File: src/branch_consts.svh
// constants for the relative and indirect branch executor
// assumes one t-state per ref_clk cycle, fetch done by the caller
`ifndef BRANCH_CONSTS_SVH
`define BRANCH_CONSTS_SVH

// ----------------------------------------------------------------
// opcodes
// ----------------------------------------------------------------
`define OP_REL_NZ 8'h20
`define OP_LOOP 8'h10
`define OP_PTR_JUMP 8'hE9
`define OP_PFX_FIRST 8'hDD
`define OP_PFX_SECOND 8'hFD

// ----------------------------------------------------------------
// t-state totals, each minus one as loaded into the counter
// ----------------------------------------------------------------
`define TS_REL_TAKEN 4'h0B
`define TS_REL_SKIP 4'h6
`define TS_PTR 4'h3
`define TS_IDX 4'h7
`define TS_LOOP_TAKEN 4'h0C
`define TS_LOOP_SKIP 4'h7
`define TS_UNKNOWN 4'h3

// ----------------------------------------------------------------
// address steps, loop-count and t-state counter constants
// ----------------------------------------------------------------
`define STEP_TWO 16'h0002
`define STEP_ONE 16'h0001
`define COUNT_ONE 8'h01
`define COUNT_ZERO 8'h00
`define CNT_ZERO 4'h0
`define CNT_STEP 4'h1
`define ADDR_ZERO 16'h0000

`endif

File: src/branch_pkg.sv
// types shared by the branch executor and its port checker
// assumes branch_consts.svh for every number
package branch_pkg;

  // ----------------------------------------------------------------
  // request: bytes already fetched plus the register file view
  // ----------------------------------------------------------------
  typedef struct packed {
    logic [7:0] op0;
    logic [7:0] op1;
    logic [15:0] op_addr;
    logic [15:0] primary_pair;
    logic [15:0] first_index;
    logic [15:0] second_index;
    logic [7:0] loop_count;
    logic [7:0] flags;
    logic zero_flag;
  } branch_req_t;

  // ----------------------------------------------------------------
  // result written back when the instruction ends
  // ----------------------------------------------------------------
  typedef struct packed {
    logic [15:0] next_pointer;
    logic [7:0] loop_count;
    logic loop_count_wr;
    logic [7:0] flags;
    logic taken;
    logic unknown_op;
  } branch_res_t;

  typedef enum logic {
    ST_IDLE,
    ST_EXEC
  } exec_state_t;

endpackage

File: src/branch_exec.sv
// executes the nz relative jump, the pointer-pair jumps and the
// decrement-and-loop branch; one ref_clk cycle stands for one t-state
// assumes the caller holds the fetched bytes and register view on
// req while start is high, and writes res back on done
`include "branch_consts.svh"
`timescale 1ns/100ps
module branch_exec (
  // clock and reset
  input wire logic ref_clk,
  input wire logic rstn,
  // request
  input wire logic start,
  input wire branch_pkg::branch_req_t req,
  // status and result
  output logic busy,
  output logic done,
  output branch_pkg::branch_res_t res
);

  // ----------------------------------------------------------------
  // target arithmetic
  // ----------------------------------------------------------------
  logic [15:0] rel_target;
  logic [15:0] rel_next;

  disp_adder u_disp_adder (
    .op_addr(req.op_addr),
    .disp(req.op1),
    .target(rel_target),
    .seq_next(rel_next)
  );

  // ----------------------------------------------------------------
  // decode: result and duration worked out when the request is taken
  // ----------------------------------------------------------------
  branch_pkg::branch_res_t dec_res;
  logic [3:0] dec_len;
  logic [7:0] count_dec;

  always_comb begin
    count_dec = req.loop_count - `COUNT_ONE;
    dec_res.next_pointer = req.op_addr + `STEP_ONE;
    dec_res.loop_count = req.loop_count;
    dec_res.loop_count_wr = 1'b0;
    // flags pass through untouched on every path
    dec_res.flags = req.flags;
    dec_res.taken = 1'b0;
    dec_res.unknown_op = 1'b0;
    dec_len = `TS_UNKNOWN;
    case (req.op0)
      `OP_REL_NZ: begin
        if (!req.zero_flag) begin
          dec_res.next_pointer = rel_target;
          dec_res.taken = 1'b1;
          dec_len = `TS_REL_TAKEN;
        end else begin
          dec_res.next_pointer = rel_next;
          dec_len = `TS_REL_SKIP;
        end
      end
      `OP_LOOP: begin
        // the decrement leaves the flags alone as well
        dec_res.loop_count = count_dec;
        dec_res.loop_count_wr = 1'b1;
        if (count_dec != `COUNT_ZERO) begin
          dec_res.next_pointer = rel_target;
          dec_res.taken = 1'b1;
          dec_len = `TS_LOOP_TAKEN;
        end else begin
          dec_res.next_pointer = rel_next;
          dec_len = `TS_LOOP_SKIP;
        end
      end
      `OP_PTR_JUMP: begin
        dec_res.next_pointer = req.primary_pair;
        dec_res.taken = 1'b1;
        dec_len = `TS_PTR;
      end
      `OP_PFX_FIRST: begin
        if (req.op1 == `OP_PTR_JUMP) begin
          dec_res.next_pointer = req.first_index;
          dec_res.taken = 1'b1;
          dec_len = `TS_IDX;
        end else begin
          dec_res.unknown_op = 1'b1;
        end
      end
      `OP_PFX_SECOND: begin
        if (req.op1 == `OP_PTR_JUMP) begin
          dec_res.next_pointer = req.second_index;
          dec_res.taken = 1'b1;
          dec_len = `TS_IDX;
        end else begin
          dec_res.unknown_op = 1'b1;
        end
      end
      default: begin
        // outside this group: step past the opcode, report it
        dec_res.unknown_op = 1'b1;
      end
    endcase
  end

  // ----------------------------------------------------------------
  // sequencer registers
  // ----------------------------------------------------------------
  branch_pkg::exec_state_t state_ff;
  branch_pkg::exec_state_t nxt_state;
  logic [3:0] tcnt_ff;
  logic [3:0] nxt_tcnt;
  logic busy_ff;
  logic nxt_busy;
  logic done_ff;
  logic nxt_done;
  branch_pkg::branch_res_t res_ff;
  branch_pkg::branch_res_t nxt_res;
  branch_pkg::branch_res_t hold_ff;
  branch_pkg::branch_res_t nxt_hold;
  logic take_req;
  logic last_state;

  // a request is looked at only while idle; one raised while busy
  // is lost with no sign at the ports, so callers wait for done
  // take_req and last_state never hold together
  assign take_req = (state_ff == branch_pkg::ST_IDLE) && start;
  assign last_state = (state_ff == branch_pkg::ST_EXEC) &&
    (tcnt_ff == `CNT_ZERO);

  // ----------------------------------------------------------------
  // control: state, busy and done
  // ----------------------------------------------------------------
  always_comb begin
    nxt_state = state_ff;
    nxt_busy = busy_ff;
    nxt_done = 1'b0;
    case (state_ff)
      branch_pkg::ST_IDLE: begin
        if (take_req) begin
          nxt_busy = 1'b1;
          nxt_state = branch_pkg::ST_EXEC;
        end
      end
      branch_pkg::ST_EXEC: begin
        if (last_state) begin
          nxt_done = 1'b1;
          nxt_busy = 1'b0;
          nxt_state = branch_pkg::ST_IDLE;
        end
      end
      default: begin
        // only reached from a corrupted state register
        nxt_state = branch_pkg::ST_IDLE;
        nxt_busy = 1'b0;
      end
    endcase
  end

  always_ff @(posedge ref_clk or negedge rstn) begin
    if (!rstn) begin
      state_ff <= branch_pkg::ST_IDLE;
      busy_ff <= 1'b0;
      done_ff <= 1'b0;
    end else begin
      state_ff <= nxt_state;
      busy_ff <= nxt_busy;
      done_ff <= nxt_done;
    end
  end

  // ----------------------------------------------------------------
  // t-state counter: loaded with the total minus one
  // ----------------------------------------------------------------
  // four bits cover the longest instruction of the group
  always_comb begin
    nxt_tcnt = tcnt_ff;
    if (take_req) begin
      nxt_tcnt = dec_len;
    end else if ((state_ff == branch_pkg::ST_EXEC) && !last_state) begin
      nxt_tcnt = tcnt_ff - `CNT_STEP;
    end
  end

  always_ff @(posedge ref_clk or negedge rstn) begin
    if (!rstn) begin
      tcnt_ff <= `CNT_ZERO;
    end else begin
      tcnt_ff <= nxt_tcnt;
    end
  end

  // ----------------------------------------------------------------
  // result: decoded when taken, shown with done
  // ----------------------------------------------------------------
  // hold keeps the decode, so req may change once it is taken;
  // res keeps its value between instructions for a late reader
  always_comb begin
    nxt_hold = hold_ff;
    nxt_res = res_ff;
    if (take_req) begin
      nxt_hold = dec_res;
    end
    if (last_state) begin
      // result only shows once the full state count has run
      nxt_res = hold_ff;
    end
  end

  always_ff @(posedge ref_clk or negedge rstn) begin
    if (!rstn) begin
      res_ff <= '0;
      hold_ff <= '0;
    end else begin
      res_ff <= nxt_res;
      hold_ff <= nxt_hold;
    end
  end

  // ----------------------------------------------------------------
  // outputs, each straight from a register
  // ----------------------------------------------------------------
  assign busy = busy_ff;
  assign done = done_ff;
  assign res = res_ff;

endmodule

File: src/disp_adder.sv
// relative target adder
// assumes op_addr is the address of the branch opcode byte
`include "branch_consts.svh"
`timescale 1ns/100ps
module disp_adder (
  // operands
  input wire logic [15:0] op_addr,
  input wire logic [7:0] disp,
  // results
  output logic [15:0] target,
  output logic [15:0] seq_next
);

  logic [15:0] disp_ext;

  always_comb begin
    disp_ext = {{8{disp[7]}}, disp};
    seq_next = op_addr + `STEP_TWO;
    // offset taken from the twice-advanced pointer, so reach is
    // -128+2 .. +127+2 around the opcode byte
    target = seq_next + disp_ext;
  end

endmodule

File: config.mk
export PLATFORM = sky130hd
export DESIGN_NAME = branch_exec
export DESIGN_NICKNAME = d
export VERILOG_FILES = /design/src/branch_pkg.sv /design/src/branch_exec.sv /design/src/disp_adder.sv
export VERILOG_INCLUDE_DIRS = /design/src
export SDC_FILE = /design/constraint.sdc
export NUM_CORES = 1
export LEC_CHECK = 0
export BUFFER_PORTS_ARGS = -buffer_cell sky130_fd_sc_hd__buf_2
export CAP_MARGIN = 20
export CORE_UTILIZATION = 53
export CTS_CLUSTER_SIZE = 16
export DETAILED_ROUTE_END_ITERATION = 10
export HOLD_SLACK_MARGIN = 0.06
export MAX_ROUTING_LAYER = met4
export PLACE_DENSITY = 0.79
export RECOVER_POWER = 50
export SYNTH_ARGS = -nofsm -noshare
export SYNTH_HDL_FRONTEND = slang
export SYNTH_HIERARCHICAL = 1
export SYNTH_SLANG_ARGS = --single-unit
File: constraint.sdc
create_clock -name ref_clk -period 3.9 [get_ports ref_clk]
set_clock_uncertainty 0.1 [all_clocks]
set_input_delay 0.78 -clock ref_clk [delete_from_list [all_inputs] [get_ports ref_clk]]
set_output_delay 0.78 -clock ref_clk [all_outputs]
set_load 0.05 [all_outputs]
### Yosys cells after proc, flatten, opt, wreduce, memory -nomap -nowiden

Index checks and enable logic that the tools add are counted.

* register bits after elaboration: 77
* logic and storage cells: 66

* add/subtract/negate cells: 5
* equal/unequal tests: 8
* multiplexer cells: 26
* bitwise operators: 1
* reduce and logical (&&, ||, !) cells: 10

Operators with widths (count)
* 16-bit one-hot mux with 5 select lines: 1
* 16-bit 2-to-1 mux: 4
* 8-bit == test (second input constant): 4
* 16-bit by 1-bit adder with 16-bit output (second input constant): 1
* 16-bit adder: 1
* 16-bit by 2-bit adder with 16-bit output (second input constant): 1
* 4-bit 2-to-1 mux: 4
* 4-bit one-hot mux with 3 select lines: 1
* 1-bit 2-to-1 mux: 10
* 9-bit 2-to-1 mux: 1
* 8-bit by 5-bit == test with 1-bit output (second input constant): 1
* 8-bit by 6-bit == test with 1-bit output (second input constant): 1
* 8-bit nonzero test: 1
* 8-bit by 1-bit subtractor with 8-bit output (second input constant): 1
* 1-bit one-hot mux with 2 select lines: 3
* 4-bit logical NOT: 1
* 1-bit one-hot mux with 4 select lines: 1
* 4-bit by 1-bit subtractor with 4-bit output (second input constant): 1
* 1-bit logical AND: 3
* 3-bit 2-to-1 mux: 1
* 3-bit OR reduction: 1
* 2-bit by 1-bit != test with 1-bit output (second input constant): 1
* 2-bit != test (second input constant): 1
* 2-bit AND reduction: 1
* 4 further kinds: 4

### Longest topological paths before layout

* word-level depth: 6
* mapped depth: 16
* gate-level depth less buffers: 16

### Cells and area by module

Netlist, hierarchy kept.

Modules (own cells, without submodules)
* branch_exec: times used 1, cells an instance 529, area each 4949.7 sq um, seq. area each 1926.8 sq um
* disp_adder: times used 1, cells an instance 140, area each 1081.0 sq um, seq. area each 0.0 sq um

### Worst setup path before layout

No wires, ideal clock.

* path type: input to register
* from: input port req[68] (netlist name)
* to: register hold_ff[33] (netlist name)
* arrival time: 3117 ps
* data required time: 3672 ps
* path slack: 555 ps
* cell stages on the path: 16
* path buffers: 0
* cell sequence: and4_4 nand3_1 nor2_1 nand2_1 xnor2_1 ha_1 a21oi_1 a21oi_1 nor2b_1 a31oi_1 nand2_1 mux2i_1 o2bb2ai_1 a22oi_1 and4_1 a21boi_0

* longest elaborated chain between the ends: 4
* elaborated cells on any way between the ends: 8

Ends and longest elaborated chain
* start: declaration: RTL line branch_exec.sv:13 `input wire branch_pkg::branch_req_t req,`
* 16-bit by 2-bit adder with 16-bit output (no line) (*)
* net rel_next[10]: RTL line branch_exec.sv:24 `logic [15:0] rel_next;`
* 16-bit adder (*): RTL line disp_adder.sv:21 `target = seq_next + disp_ext;`
* net rel_target[14]: RTL line branch_exec.sv:23 `logic [15:0] rel_target;`
* 16-bit 2-to-1 mux, on equally long branches: RTL line branch_exec.sv:65, branch_exec.sv:52
* 16-bit one-hot mux with 5 select lines (*): RTL line branch_exec.sv:50 `case (req.op0)`
* end signal: assignment: RTL line branch_exec.sv:214 `hold_ff <= nxt_hold;`
* end: declaration: RTL line branch_exec.sv:117 `branch_pkg::branch_res_t hold_ff;`

Mark *: on every way through the listed nets, which the timed path passes. The rest lies on a longest branch.
A chain may end at the register's enable or synchronous reset.

### Final worst setup path

Ends and elaborated chain as after synthesis.

==> run metrics <==
detailed-route via count approximately 6000; TritonCTS Buffers 9; slowest stage delay, CP between 0.3 and 0.4 ns; DR DRC count 0; initial antenna violation count 0; routability cong. 1.01; Crit-path slowest cell xnor2_1; wl on met1 8280 um; top cells by area, synth dfrtp_1, mux2_2, nand2_1; Yosys warning count 6; height of the die 109 um; GRT Resource Usage Total 34.1%; top_reg_cell synth dfrtp_1; RSZ-0062 raised after global routing no; clock sinks 77; worst setup margin 0.333 ns; status finished, violations left; vias in the first global route 5731; Hold WC Path Type flip-flop to flip-flop; worst setup path end hold_ff[33]; Congestion Overflow GR 0; Period minus WS final 3.57 ns; nature of the critical path startpoint input pin; post-CTS sizing 0; DR pass1 iterations 5; Post-Place Setup Slack 0.0815 ns; Clock Path Buffers 2; Skew-Pair Late Insertion Delay between 0.3 and 0.4 ns; critical path data required time 4.03 ns; launching point of the worst reg2reg path tcnt_ff[0]; max_cap viols 2; Max IR drop VDD 503 uV; CTS root buf clkbuf_16; final slew viol count 119; met3 wire len 1330 um; average size of a mapped cell 9.01 um^2; post-synth top area share a little under a third; Post-Syn Area 6030 um^2; fin crit share about nine tenths; met2 wire len 8970 um; min-delay src hold_ff[8]; HPWL after DPL roughly 15000 um; CTS hold repair buffers 0; sequential fraction of the synthesis area 32.0%; Yosys top cell by area dfrtp_1; IO Count 137; Tightest Pin Transition ~2.2 ns; H-tree Lvls 3; RR Endpoint tcnt_ff[1]; nets ~930; post-route ant nets 0; Critical Path Source req[68]; Die X 109 um; failing checks max-capacitance violations, max-slew violations; Worst-path clk slew approximately 0.06 ns; Fin. Hold Viols 0; final setup fails 0; crit path kind input pin to flip-flop; area grow syn2layout 19.3%; crit path max fanout 10; WP data arrival 3.69 ns; Post-synth ARST share 100%; Worst Reg-to-Reg Cells 8; final WL 19200 um; FMAX 280 MHz; Inserted Diodes 0; Cell Chain, Critical Path buf_2, and4_4, nand4_4, xnor2_1, ha_1, a21oi_1, o21ai_0, a21oi_2, mux2i_1, nand2_1, mux2i_1, o2bb2ai_1, a22oi_1, and4_1, a21boi_0; Die ar. 11800 um^2; CP Capture Type flip-flop; largest net degree at the start of global routing just under 80; Vias per Instance approximately 6.3; Site Rows 38; CTS tree built; power per cell area roughly 560 nW/um^2; Starting Density 54.9%; top layer in use met4; Post-synth EDFFs 0; core footprint between 10000 and 15000 um^2; P_leak 3.16 nW; Worst slew margin -45.8%; Synth Register Bits between 70 and 80; syn nets a little under 800; number of I/O port buffers 136; Wirelength per Cell a little over 20 um; share of cells above drive strength 1 between 20% and 30%; CP most frequent cell mux2i_1; TNS Setup 0 ns; first-pass GRT wire length 29600 um; Fillers 918; r2r setup slk 0.45 ns; Post-CTS Setup Inserts 0; first-iteration detailed-routing DRC count 551; Mapped Cells ~670; Finished Core Util 65.5%; Cell variety after synth 85
==> how the worst min path moves through the flow <==
stage                     slack, ns  depth (start not counted)    endpoint
after floorplan                0.34                          2  hold_ff[2]
after global placement         0.35                          2  hold_ff[9]
after detailed placement       0.36                          2  hold_ff[8]
after CTS                      0.38                          2  hold_ff[8]
after global routing           0.40                          2  hold_ff[9]
final                          0.38                          2  hold_ff[8]
==> logic make-up after synthesis <==
group	count (synthesis)	synth area share, %
simple gates	234	20.5
compound gates	187	22.2
mux	50	9.13
xor+xnor	49	7.12
buf+inv	47	3.76
fa+ha+maj	25	5.31
flops	77	32.0
==> synth_stat cells (9+ instances only) <==
cell / count
mux2i_1: 10
a31oi_1: 20
a21oi_1: 42
nand2_1: 94
nor3_1: 9
nand3_1: 19
mux2_2: 40
a22oi_1: 10
clkbuf_1: 11
ha_1: 24
o211ai_1: 9
o21ai_0: 30
buf_2: 9
nor2_1: 27
nor4_1: 10
xor2_1: 18
nor2b_1: 9
xnor2_1: 31
nand4_1: 13
inv_1: 18
dfrtp_1: 77
==> cell type report <==
| type | instances | area, um^2 | area share, % |
|---|---|---|---|
| Multi-Input combinational cell | 545 | 3900 | 54.3 |
| Sequential cell | 77 | 1930 | 26.8 |
| Clock buffer | 9 | 225 | 3.13 |
| Clock inverter | 7 | 80.1 | 1.11 |
| Timing Repair Buffer | 157 | 815 | 11.3 |
| Inverter | 18 | 67.6 | 0.939 |
| Tap cell | 140 | 175 | 2.44 |
==> worst max-delay path, delay by kind of cell <==
kind / cells / cell delay (ns)
compound gates: 6 / 0.85
fa+ha+maj: 1 / 0.38
simple gates: 4 / 0.75
mux: 2 / 0.35
buf+inv: 1 / 0.19
xor+xnor: 1 / 0.39
==> metal layers <==
metal / vias up / track usage, %
met2: 299 / 54.7
li1: 2768 / -
met5: - / -
met3: 56 / 3.53
met1: 2907 / 44.3
met4: 0 / 13.1
==> where the power goes <==
part           internal (W)  switching (W)  total (W)
sequential          0.00115       0.000207    0.00136
combinational      0.000593        0.00118    0.00177
clock              0.000506       0.000373   0.000879
total               0.00225        0.00176    0.00401
==> state kept, by name (all words and copies together) (netlist names) <==
signal and cells:
busy 1, done 1, hold_ff 35, res 35, state_ff 1, tcnt_ff 4
==> through the flow <==
| step | hold WS (ns) | total power [W] | instance area [um^2] | cells |
|---|---|---|---|---|
| 2_1_floorplan | 0.340 | 0.00264 | 6030 | 669 |
| 3_3_place_gp | 0.352 | 0.00309 | 6920 | 937 |
| 3_5_place_dp | 0.359 | 0.00314 | 6920 | 937 |
| 4_1_cts | 0.378 | 0.00402 | 7220 | 953 |
| 5_1_grt | 0.401 | 0.00422 | 7190 | 953 |
| 6_report | 0.375 | 0.00401 | 7190 | 953 |
==> layout by cell type (no fill, tap or decap), types with 6 or more instances in the layout <==
master	netlist	final
ha_1	24	24
buf_2	9	122
inv_1	18	18
buf_4	1	19
nor3_1	9	8
nor4_1	10	10
a32oi_1	7	7
and3_1	6	6
nand2b_1	7	7
mux2i_1	10	10
clkbuf_1	11	15
mux2_2	40	40
a21oi_1	42	42
nand3_1	19	19
nand2_1	94	94
nand4_1	13	13
nor2_1	27	27
or3_1	6	6
nor2b_1	9	9
dfrtp_1	77	77
o21ai_0	30	30
a31oi_1	20	20
clkbuf_16	0	9
xor2_1	18	18
o211ai_1	9	9
a22oi_1	10	10
xnor2_1	31	31
(Power assumes the default switching activity.)
